File: config.mk
export PLATFORM = sky130hd
export DESIGN_NAME = input_receiver_feedback_config
export DESIGN_NICKNAME = d
export VERILOG_FILES = /design/src/shared/input_receiver_feedback_config_pkg.sv /design/src/design/input_receiver_feedback_config.sv
export VERILOG_INCLUDE_DIRS = /design/src /design/src/shared
export SDC_FILE = /design/constraint.sdc
export NUM_CORES = 1
export LEC_CHECK = 0
export BUFFER_PORTS_ARGS = -buffer_cell sky130_fd_sc_hd__clkbuf_2
export CORE_MARGIN = 1.5
export CORE_UTILIZATION = 40
export DETAILED_ROUTE_END_ITERATION = 10
export GPL_ROUTABILITY_DRIVEN = 0
export MAX_ROUTING_LAYER = met4
export SYNTH_ARGS = -nofsm -noshare
export SYNTH_HDL_FRONTEND = slang
export SYNTH_SLANG_ARGS = --single-unit
File: constraint.sdc
create_clock -name clk_sys -period 1.6 [get_ports clk_sys]
set_clock_uncertainty 0.1 [all_clocks]
set_input_delay 0.24 -clock clk_sys [delete_from_list [all_inputs] [get_ports clk_sys]]
set_output_delay 0.24 -clock clk_sys [all_outputs]
set_load 0.1 [all_outputs]
File: src/shared/input_receiver_feedback_config_defs.svh
// Purpose: offsets, bit positions and reset values of the input loop receiver/feedback bank
// Assumes: 8-bit registers, 12-bit serial port register address
// Notes:   definitions only
`ifndef INPUT_RECEIVER_FEEDBACK_CONFIG_DEFS_SVH
`define INPUT_RECEIVER_FEEDBACK_CONFIG_DEFS_SVH

`define IRF_ADDR_W              12
`define IRF_DATA_W              8

// register offsets
`define IRF_INPUT_RX_CTRL_OFS   12'h01a
`define IRF_FB_SE_CTRL_OFS      12'h01b

// reset values
`define IRF_INPUT_RX_CTRL_RST   8'h00
`define IRF_FB_SE_CTRL_RST      8'h00
`define IRF_RDATA_RST           8'h00

// input receiver control bits
`define IRF_RX_REF_TEST_EN      7
`define IRF_RX_SEC_DIFF         6
`define IRF_RX_PRI_DIFF         5
`define IRF_RX_SEC_EN           4
`define IRF_RX_PRI_EN           3
`define IRF_RX_PD_CTRL_EN       2
`define IRF_RX_OSC_NEG_SEL      1
`define IRF_RX_OSC_DIFF         0

// feedback and single-ended control bits
`define IRF_FB_REF_TEST_BYP     7
`define IRF_FB_FB_DIV_BYP       6
`define IRF_FB_ZD_INTERNAL      5
`define IRF_FB_LOCAL_FB         4
`define IRF_FB_ZD_SE_SEL        3
`define IRF_FB_ZD_DIFF          2
`define IRF_FB_SEC_SE_SEL       1
`define IRF_FB_PRI_SE_SEL       0

`endif

File: src/shared/input_receiver_feedback_config_pkg.sv
// Purpose: types of the input loop receiver/feedback bank
// Assumes: constants live in the defs header
// Notes:   request and control bundles travel as packed structs
`include "input_receiver_feedback_config_defs.svh"
`default_nettype none

package input_receiver_feedback_config_pkg;

	typedef logic [`IRF_ADDR_W-1:0] reg_addr_t;
	typedef logic [`IRF_DATA_W-1:0] reg_data_t;

	// one register request from the serial control port
	typedef struct packed {
		reg_addr_t addr;
		logic      wr;
		logic      rd;
		reg_data_t wdata;
	} reg_req_t;

	// decoded receiver and feedback controls
	typedef struct packed {
		logic ref_test_rx_en;
		logic pri_rx_diff;
		logic pri_rx_on;
		logic pri_se_pin_sel;
		logic sec_rx_diff;
		logic sec_rx_on;
		logic sec_se_pin_sel;
		logic osc_rx_diff;
		logic osc_pos_pin_en;
		logic osc_neg_pin_en;
		logic ref_test_div_bypass;
		logic fb_div_bypass;
		logic local_fb_sel;
		logic zd_internal;
		logic zd_rx_on;
		logic zd_rx_diff;
		logic zd_se_pin_sel;
	} rx_ctrl_t;

endpackage

`default_nettype wire

File: src/design/input_receiver_feedback_config.sv
// Purpose: input loop receiver and feedback configuration registers
// Assumes: serial control port delivers one-cycle read/write strobes on clk_sys
// Notes:   controls are registered and move only on a write or reset
//
// Function
// (RULE1) Input register bit 7 enables the reference-test receiver; reset clear.
// (RULE2) Bit 6 sets secondary receiver differential; clear is single-ended using pin bit.
// (RULE3) Bit 5 sets primary receiver differential; clear is single-ended using pin bit.
// (RULE4) Bits 4 and 3 enable secondary and primary receivers, only when bit 2 set.
// (RULE5) Bit 2 clear keeps both reference receivers on regardless of enable bits.
// (RULE6) Bit 1 picks negative oscillator pin, only in single-ended mode.
// (RULE7) Bit 0 sets oscillator receiver differential; clear is single-ended.
// (RULE8) Feedback register bits 7 and 6 bypass reference-test and feedback dividers.
// (RULE9) Bit 5 picks internal zero delay when bit 4 clear, else external receiver.
// (RULE10) Bit 4 picks local oscillator feedback; clear uses zero delay feedback.
// (RULE11) Bit 2 sets zero-delay receiver differential; clear is single-ended.
// (RULE12) Bits 3, 1, 0 pick single-ended pins, only when not differential.
// (RULE13) Registers read back last write; controls change only on write or reset.
`include "input_receiver_feedback_config_defs.svh"
`timescale 1ns/1ps
`default_nettype none

module input_receiver_feedback_config
	import input_receiver_feedback_config_pkg::*;
(
	input  wire logic clk_sys,       // 50 MHz system clock
	input  wire logic reset_n,       // async active-low reset
	input  wire reg_req_t reg_req,   // register request from serial port
	output var  reg_data_t reg_rdata, // read data, registered
	output logic      reg_rvalid,    // read data valid pulse
	output var  rx_ctrl_t rx_ctrl    // decoded receiver controls
);

	// ------------------------------------------------------------
	// reset release
	// ------------------------------------------------------------
	logic rst_meta_q;
	logic rst_sync_n_q;

	always_ff @(posedge clk_sys or negedge reset_n) begin
		if (!reset_n) begin
			rst_meta_q   <= 1'b0;
			rst_sync_n_q <= 1'b0;
		end else begin
			rst_meta_q   <= 1'b1;
			rst_sync_n_q <= rst_meta_q;
		end
	end

	// ------------------------------------------------------------
	// address decode
	// ------------------------------------------------------------
	function automatic logic addr_hit(input reg_addr_t addr, input reg_addr_t ofs);
		addr_hit = (addr == ofs);
	endfunction

	logic wr_rx;
	logic wr_fb;
	logic rd_rx;
	logic rd_fb;

	always_comb begin
		wr_rx = reg_req.wr & addr_hit(reg_req.addr, `IRF_INPUT_RX_CTRL_OFS);
		wr_fb = reg_req.wr & addr_hit(reg_req.addr, `IRF_FB_SE_CTRL_OFS);
		rd_rx = reg_req.rd & addr_hit(reg_req.addr, `IRF_INPUT_RX_CTRL_OFS);
		rd_fb = reg_req.rd & addr_hit(reg_req.addr, `IRF_FB_SE_CTRL_OFS);
	end

	// ------------------------------------------------------------
	// register storage
	// ------------------------------------------------------------
	reg_data_t rx_reg_q;
	reg_data_t rx_reg_d;
	reg_data_t fb_reg_q;
	reg_data_t fb_reg_d;

	always_comb begin
		rx_reg_d = rx_reg_q;
		fb_reg_d = fb_reg_q;
		if (wr_rx) begin
			rx_reg_d = reg_req.wdata; // RULE13
		end
		if (wr_fb) begin
			fb_reg_d = reg_req.wdata; // RULE13
		end
	end

	always_ff @(posedge clk_sys or negedge rst_sync_n_q) begin
		if (!rst_sync_n_q) begin
			rx_reg_q <= `IRF_INPUT_RX_CTRL_RST;
			fb_reg_q <= `IRF_FB_SE_CTRL_RST;
		end else begin
			rx_reg_q <= rx_reg_d;
			fb_reg_q <= fb_reg_d;
		end
	end

	// ------------------------------------------------------------
	// read path
	// ------------------------------------------------------------
	reg_data_t rdata_d;
	logic      rvalid_d;
	logic      rvalid_q;

	always_comb begin
		rvalid_d = reg_req.rd;
		rdata_d  = reg_rdata;
		if (reg_req.rd) begin
			// unmapped addresses read as zero
			rdata_d = `IRF_RDATA_RST;
			if (rd_rx) begin
				rdata_d = rx_reg_q; // RULE13
			end
			if (rd_fb) begin
				rdata_d = fb_reg_q; // RULE13
			end
		end
	end

	always_ff @(posedge clk_sys or negedge rst_sync_n_q) begin
		if (!rst_sync_n_q) begin
			reg_rdata <= `IRF_RDATA_RST;
			rvalid_q  <= 1'b0;
		end else begin
			reg_rdata <= rdata_d;
			rvalid_q  <= rvalid_d;
		end
	end

	assign reg_rvalid = rvalid_q;

	// ------------------------------------------------------------
	// field unpack of the next register values
	// ------------------------------------------------------------
	logic ref_test_en_b;
	logic sec_diff_b;
	logic pri_diff_b;
	logic sec_en_b;
	logic pri_en_b;
	logic pd_ctrl_b;
	logic osc_neg_b;
	logic osc_diff_b;
	logic ref_test_byp_b;
	logic fb_byp_b;
	logic zd_int_b;
	logic local_fb_b;
	logic zd_sel_b;
	logic zd_diff_b;
	logic sec_sel_b;
	logic pri_sel_b;

	always_comb begin
		ref_test_en_b  = rx_reg_d[`IRF_RX_REF_TEST_EN];
		sec_diff_b     = rx_reg_d[`IRF_RX_SEC_DIFF];
		pri_diff_b     = rx_reg_d[`IRF_RX_PRI_DIFF];
		sec_en_b       = rx_reg_d[`IRF_RX_SEC_EN];
		pri_en_b       = rx_reg_d[`IRF_RX_PRI_EN];
		pd_ctrl_b      = rx_reg_d[`IRF_RX_PD_CTRL_EN];
		osc_neg_b      = rx_reg_d[`IRF_RX_OSC_NEG_SEL];
		osc_diff_b     = rx_reg_d[`IRF_RX_OSC_DIFF];
		ref_test_byp_b = fb_reg_d[`IRF_FB_REF_TEST_BYP];
		fb_byp_b       = fb_reg_d[`IRF_FB_FB_DIV_BYP];
		zd_int_b       = fb_reg_d[`IRF_FB_ZD_INTERNAL];
		local_fb_b     = fb_reg_d[`IRF_FB_LOCAL_FB];
		zd_sel_b       = fb_reg_d[`IRF_FB_ZD_SE_SEL];
		zd_diff_b      = fb_reg_d[`IRF_FB_ZD_DIFF];
		sec_sel_b      = fb_reg_d[`IRF_FB_SEC_SE_SEL];
		pri_sel_b      = fb_reg_d[`IRF_FB_PRI_SE_SEL];
	end

	// ------------------------------------------------------------
	// control decode
	// ------------------------------------------------------------
	rx_ctrl_t ctrl_d;

	always_comb begin
		ctrl_d = rx_ctrl;
		// reference-test receiver
		ctrl_d.ref_test_rx_en = ref_test_en_b; // RULE1
		// primary reference receiver
		ctrl_d.pri_rx_diff = pri_diff_b; // RULE3
		// power-down handed to enable bits only while control is enabled
		ctrl_d.pri_rx_on = pd_ctrl_b ? pri_en_b : 1'b1; // RULE4 RULE5
		ctrl_d.pri_se_pin_sel = pri_sel_b & ~pri_diff_b; // RULE12
		// secondary reference receiver
		ctrl_d.sec_rx_diff = sec_diff_b; // RULE2
		ctrl_d.sec_rx_on = pd_ctrl_b ? sec_en_b : 1'b1; // RULE4 RULE5
		ctrl_d.sec_se_pin_sel = sec_sel_b & ~sec_diff_b; // RULE12
		// oscillator receiver: differential uses both pins
		ctrl_d.osc_rx_diff = osc_diff_b; // RULE7
		ctrl_d.osc_pos_pin_en = osc_diff_b | ~osc_neg_b; // RULE6
		ctrl_d.osc_neg_pin_en = osc_diff_b | osc_neg_b; // RULE6
		// divider bypass
		ctrl_d.ref_test_div_bypass = ref_test_byp_b; // RULE8
		ctrl_d.fb_div_bypass = fb_byp_b; // RULE8
		// feedback path: zero delay mode bit ignored under local feedback
		ctrl_d.local_fb_sel = local_fb_b; // RULE10
		ctrl_d.zd_internal = ~local_fb_b & zd_int_b; // RULE9
		ctrl_d.zd_rx_on = ~local_fb_b & ~zd_int_b; // RULE9
		// zero-delay receiver mode
		ctrl_d.zd_rx_diff = zd_diff_b; // RULE11
		ctrl_d.zd_se_pin_sel = zd_sel_b & ~zd_diff_b; // RULE12
	end

	// ------------------------------------------------------------
	// control output registers
	// ------------------------------------------------------------
	logic ctrl_load;

	assign ctrl_load = wr_rx | wr_fb;

	always_ff @(posedge clk_sys or negedge rst_sync_n_q) begin
		if (!rst_sync_n_q) begin
			// reset state matches both registers at zero:
			// reference receivers on, positive oscillator pin, external zero delay
			rx_ctrl.ref_test_rx_en      <= 1'b0;
			rx_ctrl.pri_rx_diff         <= 1'b0;
			rx_ctrl.pri_rx_on           <= 1'b1;
			rx_ctrl.pri_se_pin_sel      <= 1'b0;
			rx_ctrl.sec_rx_diff         <= 1'b0;
			rx_ctrl.sec_rx_on           <= 1'b1;
			rx_ctrl.sec_se_pin_sel      <= 1'b0;
			rx_ctrl.osc_rx_diff         <= 1'b0;
			rx_ctrl.osc_pos_pin_en      <= 1'b1;
			rx_ctrl.osc_neg_pin_en      <= 1'b0;
			rx_ctrl.ref_test_div_bypass <= 1'b0;
			rx_ctrl.fb_div_bypass       <= 1'b0;
			rx_ctrl.local_fb_sel        <= 1'b0;
			rx_ctrl.zd_internal         <= 1'b0;
			rx_ctrl.zd_rx_on            <= 1'b1;
			rx_ctrl.zd_rx_diff          <= 1'b0;
			rx_ctrl.zd_se_pin_sel       <= 1'b0;
		end else if (ctrl_load) begin
			rx_ctrl <= ctrl_d; // RULE13
		end
	end

endmodule

`default_nettype wire

# Yosys cells after proc, flatten, opt, wreduce, memory -nomap -nowiden
# Index checks and enable logic that the tools add are counted.
dict set report totals {
  regBits 44
  input_bits 24
  out_inout_bits 26
  word_cells 49
}
dict set report classes {
  n_eq_ne 2
  n_mux 6
  n_bitwise 18
}
# op n
set op_table {}
lappend op_table {{2-to-1 mux 8 bit} 4}
lappend op_table {{== test 12 x 5 -> 1 bit, second input constant} 2}
lappend op_table {{AND 1 bit} 9}
lappend op_table {{inverter 1 bit} 6}
lappend op_table {{bitwise OR 1 bit} 3}
lappend op_table {{2-to-1 mux 1 bit} 2}

# Longest topological paths before layout
# Gate-level depths: netlist of the first run.
dict set report depth {
  ltp_word 5
  depth_mapped 6
  mapped_depth_nobuf 4
}

# Worst setup path before layout of the first run
# No wires, ideal clock.
dict set report synth_timing {
  path_kind {input-to-reg}
  start {input reg_req[16] (netlist name)}
  end {register rx_ctrl[10] (netlist name)}
  setup_time_ns 0.121
  arrival_time_ns 1.446
  required_ns 1.379
  path_slack_ns -0.068
  cell_stages 5
  path_buffers 1
  cell_sequence {nor4_4 and4_1 buf_6 mux2_4 a22o_2}
}
dict set report synth_between {
  word_cells_on_any_way 9
  classes_between {2 x eq/ne; 2 x mux; 5 x bitwise}
}
# element line_no
set synth_lines {}
lappend synth_lines {{from (decl)} input_receiver_feedback_config.sv:28} ;# input wire reg_req_t reg_req,
lappend synth_lines {{== test 12 x 5 -> 1 bit} input_receiver_feedback_config.sv:54} ;# addr_hit = (addr == ofs);
lappend synth_lines {{AND 1 bit} input_receiver_feedback_config.sv:64} ;# wr_fb = reg_req.wr & addr_hit(reg_req.addr, `IRF_FB_SE_CTRL_OFS);
lappend synth_lines {{2-to-1 mux 8 bit} input_receiver_feedback_config.sv:83} ;# if (wr_fb) begin
lappend synth_lines {{named net fb_reg_d[1]} input_receiver_feedback_config.sv:75} ;# reg_data_t fb_reg_d;
lappend synth_lines {{AND 1 bit} input_receiver_feedback_config.sv:188} ;# ctrl_d.sec_se_pin_sel = sec_sel_b & ~sec_diff_b;
lappend synth_lines {{to (signal assigned)} input_receiver_feedback_config.sv:234} ;# rx_ctrl <= ctrl_d;
lappend synth_lines {{to (decl)} input_receiver_feedback_config.sv:31} ;# output var rx_ctrl_t rx_ctrl
# The timed path passes the listed nets, and every way through them passes these cells.
# A chain may end at the register's enable or synchronous reset.

# Worst setup path in the final report of the first run
dict set report layout_timing {
  start {input reg_req[16] (netlist name)}
  end {register rx_ctrl[13] (netlist name)}
}
dict set report layout_between {
  word_cells_on_any_way 9
  classes_between {2 x eq/ne; 2 x mux; 5 x bitwise}
}
# element line_no
set layout_lines {}
lappend layout_lines {{== test 12 x 5 -> 1 bit} input_receiver_feedback_config.sv:54}
lappend layout_lines {{AND 1 bit} input_receiver_feedback_config.sv:64}
lappend layout_lines {{2-to-1 mux 8 bit} input_receiver_feedback_config.sv:83}
lappend layout_lines {{named net fb_reg_d[0]} input_receiver_feedback_config.sv:75}
lappend layout_lines {{AND 1 bit} input_receiver_feedback_config.sv:184} ;# ctrl_d.pri_se_pin_sel = pri_sel_b & ~pri_diff_b;
# The timed path passes the listed nets, and every way through them passes these cells.

==> qor.tcl, run 1 <==
set qor(status) {finished clean}
set qor(antenna_found_initial) 0
set qor(yosys.area.top_type) {sky130_fd_sc_hd__dfrtp_1}
set qor(fin_util) 0.5282
set qor(top_level_ports) 50
set qor(seq_power_share) 0.556
set qor(ant_nets) 0
set qor(layout_commonest_cell) {sky130_fd_sc_hd__clkbuf_2}
set qor(grt_start_max_net_pins) 43
set qor(dr_total_vias) 1426
set qor(p_comb_frac) 0.089
set qor(initial_utilization) 0.4162
set qor(regArea_um2) 1107
set qor(mostFrequentLayoutCells) {sky130_fd_sc_hd__clkbuf_2 (45), sky130_fd_sc_hd__dfrtp_1 (39), sky130_fd_sc_hd__nand2_1 (21)}
set qor(synth-seq-area-share) 0.5627
set qor(postRouteWirelength_um) 3997
set qor(slew-limit-headroom) 0.6356
set qor(overall_die_width_um) 73.10
set qor(cts_root_buffer) {sky130_fd_sc_hd__clkbuf_8}
set qor(die_boundary_height_um) 73.10
set qor(vdd_ir_drop_max_v) 0.0005928
set qor(clock_network_power_share) 0.355
set qor(finalHoldWorstSlack_ps) 96.86
set qor(tritoncts) {built}
set qor(register_bit_total_from_synthesis) 44
set qor(synth_enable_flop_cells) 0
set qor(internal_cell_power_mw) 1.534
set qor(layout_worst_path_cycle_share) 0.9579
set qor(cpPeakStageDelay_ps) 390
set qor(worst_hold_path_type) {input pin to register}
set qor(portBuffers) 49
set qor(drtPass1Iterations) 4
set qor(routed_wire_length_per_instance_um) 13.64
set qor(power_leakage_nw) 1.213
set qor(yosysWarningCount) 0
set qor(drv_cap) 0
set qor(grt_first_pass_wirelength_um) 6672
set qor(syn-num-nets) 193
set qor(powerDensity_nw_per_um2) 811.6
set qor(total_power_mw) 2.025
set qor(ys.flop_type) {sky130_fd_sc_hd__dfrtp_1}
set qor(netlist_instances) 169
set qor(via_count_of_the_first_global_routing_pass) 1409
set qor(post-route-cell-area_um2) 2495
set qor(cp_cell_sequence) {clkbuf_2, nor4_4, and4_1, mux2_4, a22o_2}
set qor(clock_tree.buffer_depth) 2
set qor(cp_slowest_cell) {sky130_fd_sc_hd__and4_1}
set qor(gr-usage-all-layers) 0.1701
set qor(path_clk_slew_ps) 80
set qor(post-route-min-period_ps) 1533
set qor(nets) 249
set qor(worstPathArrival_ps) 1630
set qor(viasPerCell) 4.867
set qor(setup_viol_count_final) 0
set qor(share_of_the_synthesized_area_in_the_top_cell_type) 0.5092
set qor(num_rows) 25
set qor(cts_made_buffers) 5
set qor(fp.dieArea_um2) 5344
set qor(power.switching_mw) 0.4913
set qor(maxClockFrequency_mhz) 652.4
set qor(syn-mean-instance-area_um2) 11.63
set qor(worst_setup_path_end_kind) {register}
set qor(mappedNetlistArea_um2) 1966
set qor(final_max_slew_viol_count) 0
set qor(power_switching_share) 0.2426
set qor(yosys.cell_types.count) 31
set qor(multi_input_comb_area_um2) 762.0
set qor(timing_worst_slew_pin_value_ps) 548.9
set qor(synth-async-reset-ratio) 1.000
set qor(globalRoute.totalOverflow) 0
set qor(worstSetupStartpointType) {input pin}
set qor(ratio_of_cells_with_drive_above_1_in_the_final_layout) 0.3938
set qor(placement.cell_area_um2) 2392
set qor(design.core.area_um2) 4723
set qor(report.final.hold_viol_count) 0
set qor(post_synth_main_area_contributors) {sky130_fd_sc_hd__dfrtp_1 (51%), sky130_fd_sc_hd__mux2i_1 (7.1%), sky130_fd_sc_hd__mux2_2 (5.7%)}
set qor(cp_max_fo) 4
set qor(path_class) {input pin to register}
set qor(drt_first_iter_violations) 81
set qor(critical_path_required_ps) 1690
set qor(fillers) 422
set qor(cts.htree.levels) 2
set qor(post_route_drc_violation_count) 0
set qor(area_growth_pct) 26.93
set qor(clock_sinks) 44
set qor(detailedPlacementHpwl_um) 2829
set qor(grt_setup_unrepaired) {no}
set qor(antenna-diode-count) 0
set qor(clk-insertion-delay-late_ps) 300
==> power groups by stage <==
stage / logic, mW / registers [mW] / clock network [mW]
floorplan: 0.0591 / 1.19 / 0
global placement: 0.179 / 1.15 / 0
detailed placement: 0.180 / 1.15 / 0
CTS: 0.183 / 1.13 / 0.746
global route: 0.197 / 1.13 / 0.791
finish: 0.180 / 1.13 / 0.719
==> layer usage <==
metal	part of all wire	vias to the layer above	global-route usage	wire length (um)
met5	0	-	-	0
li1	-	701	-	-
met2	0.49	35	0.2636	1976
met4	0.0063	0	0.05031	25
met3	0.043	4	0.05110	170
met1	0.46	686	0.2151	1825
==> cell type report <==
type                            instances  share of cell area
Tap cell                               67             0.03360
Clock buffer                            6             0.03310
Multi-Input combinational cell        103              0.3054
Inverter                               13             0.01956
Timing Repair Buffer                   58              0.1605
Clock inverter                          2            0.004012
Sequential cell                        44              0.4438
==> sequential cells by signal, summed over array words and instances, names as in the netlist, named ones only <==
signal        cells
rx_ctrl          17
fb_reg_q          8
reg_rdata         8
rx_reg_q          7
reg_rvalid        1
rst_meta_q        1
rst_sync_n_q      1
==> cell families (layout without fill, tap and decap cells) <==
group,after synthesis,count (layout),synth area share
AOI/OAI and AO/OA,38,38,0.1229
buffers and inverters,22,79,0.04965
DFF,44,44,0.5627
muxes,28,28,0.1553
other,1,1,0.001908
and+or+nand+nor,36,36,0.1076
==> cell usage after synthesis, types with 2 or more instances <==
| library cell | count |
|---|---|
| sky130_fd_sc_hd__dfrtp_1 | 40 |
| sky130_fd_sc_hd__nand2_1 | 21 |
| sky130_fd_sc_hd__o21ai_0 | 17 |
| sky130_fd_sc_hd__mux2i_1 | 14 |
| sky130_fd_sc_hd__inv_1 | 13 |
| sky130_fd_sc_hd__mux2_2 | 10 |
| sky130_fd_sc_hd__o22ai_1 | 8 |
| sky130_fd_sc_hd__clkbuf_1 | 7 |
| sky130_fd_sc_hd__dfstp_2 | 4 |
| sky130_fd_sc_hd__nor2_1 | 4 |
| sky130_fd_sc_hd__a21oi_1 | 3 |
| sky130_fd_sc_hd__a211oi_1 | 2 |
| sky130_fd_sc_hd__a22o_2 | 2 |
| sky130_fd_sc_hd__a32o_1 | 2 |
| sky130_fd_sc_hd__buf_6 | 2 |
| sky130_fd_sc_hd__mux2_1 | 2 |
| sky130_fd_sc_hd__mux2_4 | 2 |
| sky130_fd_sc_hd__nor2b_1 | 2 |
| sky130_fd_sc_hd__o32a_1 | 2 |
==> repair_timing <==
action | 4_1_cts | 5_1_grt
hold endpoints to repair | 2 | 0
resized for setup | 0 | 0
setup buffers | 0 | 0
hold buffers | 1 | 0
==> per-stage QoR <==
step | setup TNS, ps | instances | setup slack [ps]
6_report | 0 | 293 | 67.28
5_1_grt | 0 | 293 | 9.680
3_3_place_gp | -2208 | 284 | -230.6
3_5_place_dp | -2460 | 284 | -260.6
4_1_cts | 0 | 293 | 64.52
2_1_floorplan | -133.0 | 169 | -66.49
==> worst max-delay path: cells and delay by family <==
kind	cells	cell delay, ps
mux	1	330
buf+inv	1	100
simple gates	2	760
compound gates	1	200
==> worst paths after layout <==
| check | slack [ps] | start | cells after the start | end |
|---|---|---|---|---|
| max in group asynchronous | 990 | rst_sync_n_q$_DFF_PN0_ | 1 | rx_ctrl[8]$_DFFE_PN1P_ |
| min | 100 | reg_req[3] | 3 | fb_reg_q[3]$_DFF_PN0_ |
| min in group asynchronous | 140 | rst_sync_n_q$_DFF_PN0_ | 1 | reg_rdata[1]$_DFFE_PN0P_ |
| min reg2reg | 140 | rst_sync_n_q$_DFF_PN0_ | 1 | reg_rdata[1]$_DFFE_PN0P_ |
| max | 70 | reg_req[16] | 5 | rx_ctrl[13]$_DFFE_PN0P_ |
| max reg2reg | 530 | fb_reg_q[1]$_DFF_PN0_ | 2 | rx_ctrl[10]$_DFFE_PN0P_ |
(Power assumes the default switching activity.)
==> run 2: changes to the inputs <==
==> constraint.sdc (replaced) <==
create_clock -name clk_sys -period 1.5 [get_ports clk_sys]
set_clock_uncertainty 0.1 [all_clocks]
set_input_delay 0.225 -clock clk_sys [delete_from_list [all_inputs] [get_ports clk_sys]]
set_output_delay 0.225 -clock clk_sys [all_outputs]
set_load 0.1 [all_outputs]
==> run 2 against run 1 <==
  * Register-to-register slack worse by 130 ps
  * Non-clock buffer count up 5
  * Critical path depth unchanged
  * Critical endpoint unchanged
  * Largest cell class unchanged
==> qor.tcl, run 2 (synthesis gave the netlist of run 1 again) <==
set qor(clk-insertion-delay-late_ps) 290 ;# about the same
set qor(reg2reg_slack_ps) 400 ;# -130 ps
set qor(mostFrequentLayoutCells) {sky130_fd_sc_hd__dfrtp_1 (40), sky130_fd_sc_hd__buf_4 (32), sky130_fd_sc_hd__clkbuf_2 (24)}
set qor(worstPathArrival_ps) 1520 ;# -110 ps
set qor(ratio_of_cells_with_drive_above_1_in_the_final_layout) 0.4156 ;# +0.02178
set qor(largest_registers) {rx_ctrl (17), fb_reg_q (8), reg_rdata (8)}
set qor(post_route_drc_violation_count) 0 ;# unchanged
set qor(post_layout_nonfiller_instances) 298 ;# +1.7%
set qor(top_register) {rx_ctrl}
set qor(clock_sinks) 44 ;# unchanged
set qor(nets) 254 ;# +2.0%
set qor(path_class) {input pin to register}
set qor(setup_viol_count_final) 0 ;# unchanged
set qor(timing_worst_slew_pin_value_ps) 536.1 ;# -12.85 ps
set qor(design.core.area_um2) 4723 ;# unchanged
set qor(slew-limit-headroom) 0.6441 ;# +0.008533
set qor(final_max_slew_viol_count) 0 ;# unchanged
set qor(layout_worst_path_cycle_share) 0.9608
set qor(gr-usage-all-layers) 0.1740 ;# +0.003868
set qor(critical_path_required_ps) 1580 ;# -110 ps
set qor(drt_first_iter_violations) 24 ;# -70%
set qor(crit-reg2reg-launch) {fb_reg_q[3]$_DFF_PN0_}
set qor(grt_first_pass_wirelength_um) 6858 ;# +2.8%
set qor(num_rows) 25 ;# unchanged
set qor(vdd_ir_drop_max_v) 0.0006319 ;# +6.6%
set qor(tritoncts) {built}
set qor(fin_util) 0.5634 ;# +0.03523
set qor(drtPass1Iterations) 4 ;# unchanged
set qor(die_boundary_height_um) 73.10 ;# unchanged
set qor(antenna_found_initial) 0 ;# unchanged
set qor(viasPerCell) 4.856 ;# -0.23%
set qor(powerDensity_nw_per_um2) 925.4 ;# +14%
set qor(endpoint) {rx_ctrl[13]$_DFFE_PN0P_}
set qor(portBuffers) 49 ;# unchanged
set qor(antenna-diode-count) 0 ;# unchanged
set qor(rr_endpoint) {rx_ctrl[0]$_DFFE_PN0P_}
set qor(grt_start_max_net_pins) 38 ;# -12%
set qor(placement.cell_area_um2) 2511 ;# +5.0%
set qor(cp-startpoint) {reg_req[16]}
set qor(dr_total_vias) 1447 ;# +1.5%
set qor(cts_root_buffer) {sky130_fd_sc_hd__clkbuf_8}
set qor(post-route-min-period_ps) 1441
set qor(via_count_of_the_first_global_routing_pass) 1449 ;# +2.8%
set qor(grt_setup_unrepaired) {no}
set qor(worst_setup_path_end_kind) {register}
set qor(count_of_buffers_added_by_post_cts_timing_repair_for_setup) 0 ;# unchanged
set qor(postRouteWirelength_um) 4041 ;# +1.1%
set qor(detailedPlacementHpwl_um) 2896 ;# +2.4%
set qor(fp.dieArea_um2) 5344 ;# unchanged
set qor(area_growth_pct) 35.39
set qor(worst_hold_path_type) {register to asynchronous set/reset pin}
set qor(path_clk_slew_ps) 90 ;# about the same
set qor(r2r_cells) 3 ;# +1
set qor(power_leakage_nw) 1.280 ;# +5.5%
set qor(ant_nets) 0 ;# unchanged
set qor(largest_register_ffs) 17 ;# unchanged
set qor(globalRoute.totalOverflow) 0 ;# unchanged
set qor(routed_wire_length_per_instance_um) 13.56 ;# -0.60%
set qor(top_level_ports) 50 ;# unchanged
set qor(post-route-cell-area_um2) 2661 ;# +6.7%
set qor(report.final.hold_viol_count) 0 ;# unchanged
set qor(initial_utilization) 0.4162 ;# unchanged
set qor(cp_max_fo) 3 ;# -1
set qor(maxClockFrequency_mhz) 693.8
set qor(clock_tree.buffer_depth) 2 ;# unchanged
set qor(placedCellCount) 289 ;# +1.8%
set qor(cts_made_buffers) 5 ;# unchanged
set qor(status) {finished clean}
set qor(drv_cap) 0 ;# unchanged
set qor(finalHoldWorstSlack_ps) 17.30 ;# -79.56 ps
set qor(cts.htree.levels) 2 ;# unchanged
set qor(layout_commonest_cell) {sky130_fd_sc_hd__dfrtp_1}
set qor(worstSetupStartpointType) {input pin}
set qor(setup_tns_ps) 0 ;# unchanged
set qor(overall_die_width_um) 73.10 ;# unchanged
## run 2: final cells by class
class,count,area (um2)
Multi-Input combinational cell,103,799.5
Tap cell,67,83.83
Clock inverter,2,60.06
Fill cell,424,2062
Clock buffer,6,72.57
Timing Repair Buffer,63,490.5
Inverter,13,48.80
Sequential cell,44,1106
## run 2: timing repair
action                                  4_1_cts  5_1_grt
endpoints found under the setup margin        0        6
hold buffers                                  1        0
resized for setup                             0        3
endpoints found under the hold margin         2        0
## run 2: metal layers
metal  vias to the layer above  share of wire  routed length (um)  track usage
li1                        715              -                   -            -
met1                       703           0.46                1841       0.2220
met2                        25           0.50                2036       0.2838
met3                         4          0.033                 134      0.03867
met4                         0         0.0067                  27      0.03774
met5                         -              0                   0            -
## run 2: where the power goes
| group | internal (mW) | switching, mW |
|---|---|---|
| clock | 0.666 | 0.402 |
| sequential | 1.20 | 0.00822 |
| combinational | 0.0755 | 0.116 |
## run 2: worst min path at each step
| stage | cells past startpoint | startpoint | endpoint |
|---|---|---|---|
| floorplan | 0 | reset_n | rst_meta_q$_DFF_PN0_ |
| global placement | 1 | reset_n | rst_meta_q$_DFF_PN0_ |
| detailed placement | 1 | reset_n | rst_meta_q$_DFF_PN0_ |
| CTS | 0 | rst_sync_n_q$_DFF_PN0_ | reg_rdata[2]$_DFFE_PN0P_ |
| global route | 0 | rst_sync_n_q$_DFF_PN0_ | reg_rdata[7]$_DFFE_PN0P_ |
| finish | 0 | rst_sync_n_q$_DFF_PN0_ | reg_rdata[7]$_DFFE_PN0P_ |
## run 2: per-stage QoR
step / total power [mW] / setup WS [ps]
floorplan: 1.333 / -145.0
global placement: 1.418 / -262.1
detailed placement: 1.419 / -297.9
CTS: 2.476 / 17.61
global route: 2.536 / 5.523
finish: 2.463 / 58.73
## run 2: worst max-delay path, cell delays in order
cell                       delay, ps
sky130_fd_sc_hd__clkbuf_2        100
sky130_fd_sc_hd__nor4_4          360
sky130_fd_sc_hd__and4_4          310
sky130_fd_sc_hd__mux2_4          310
sky130_fd_sc_hd__a22o_2          210
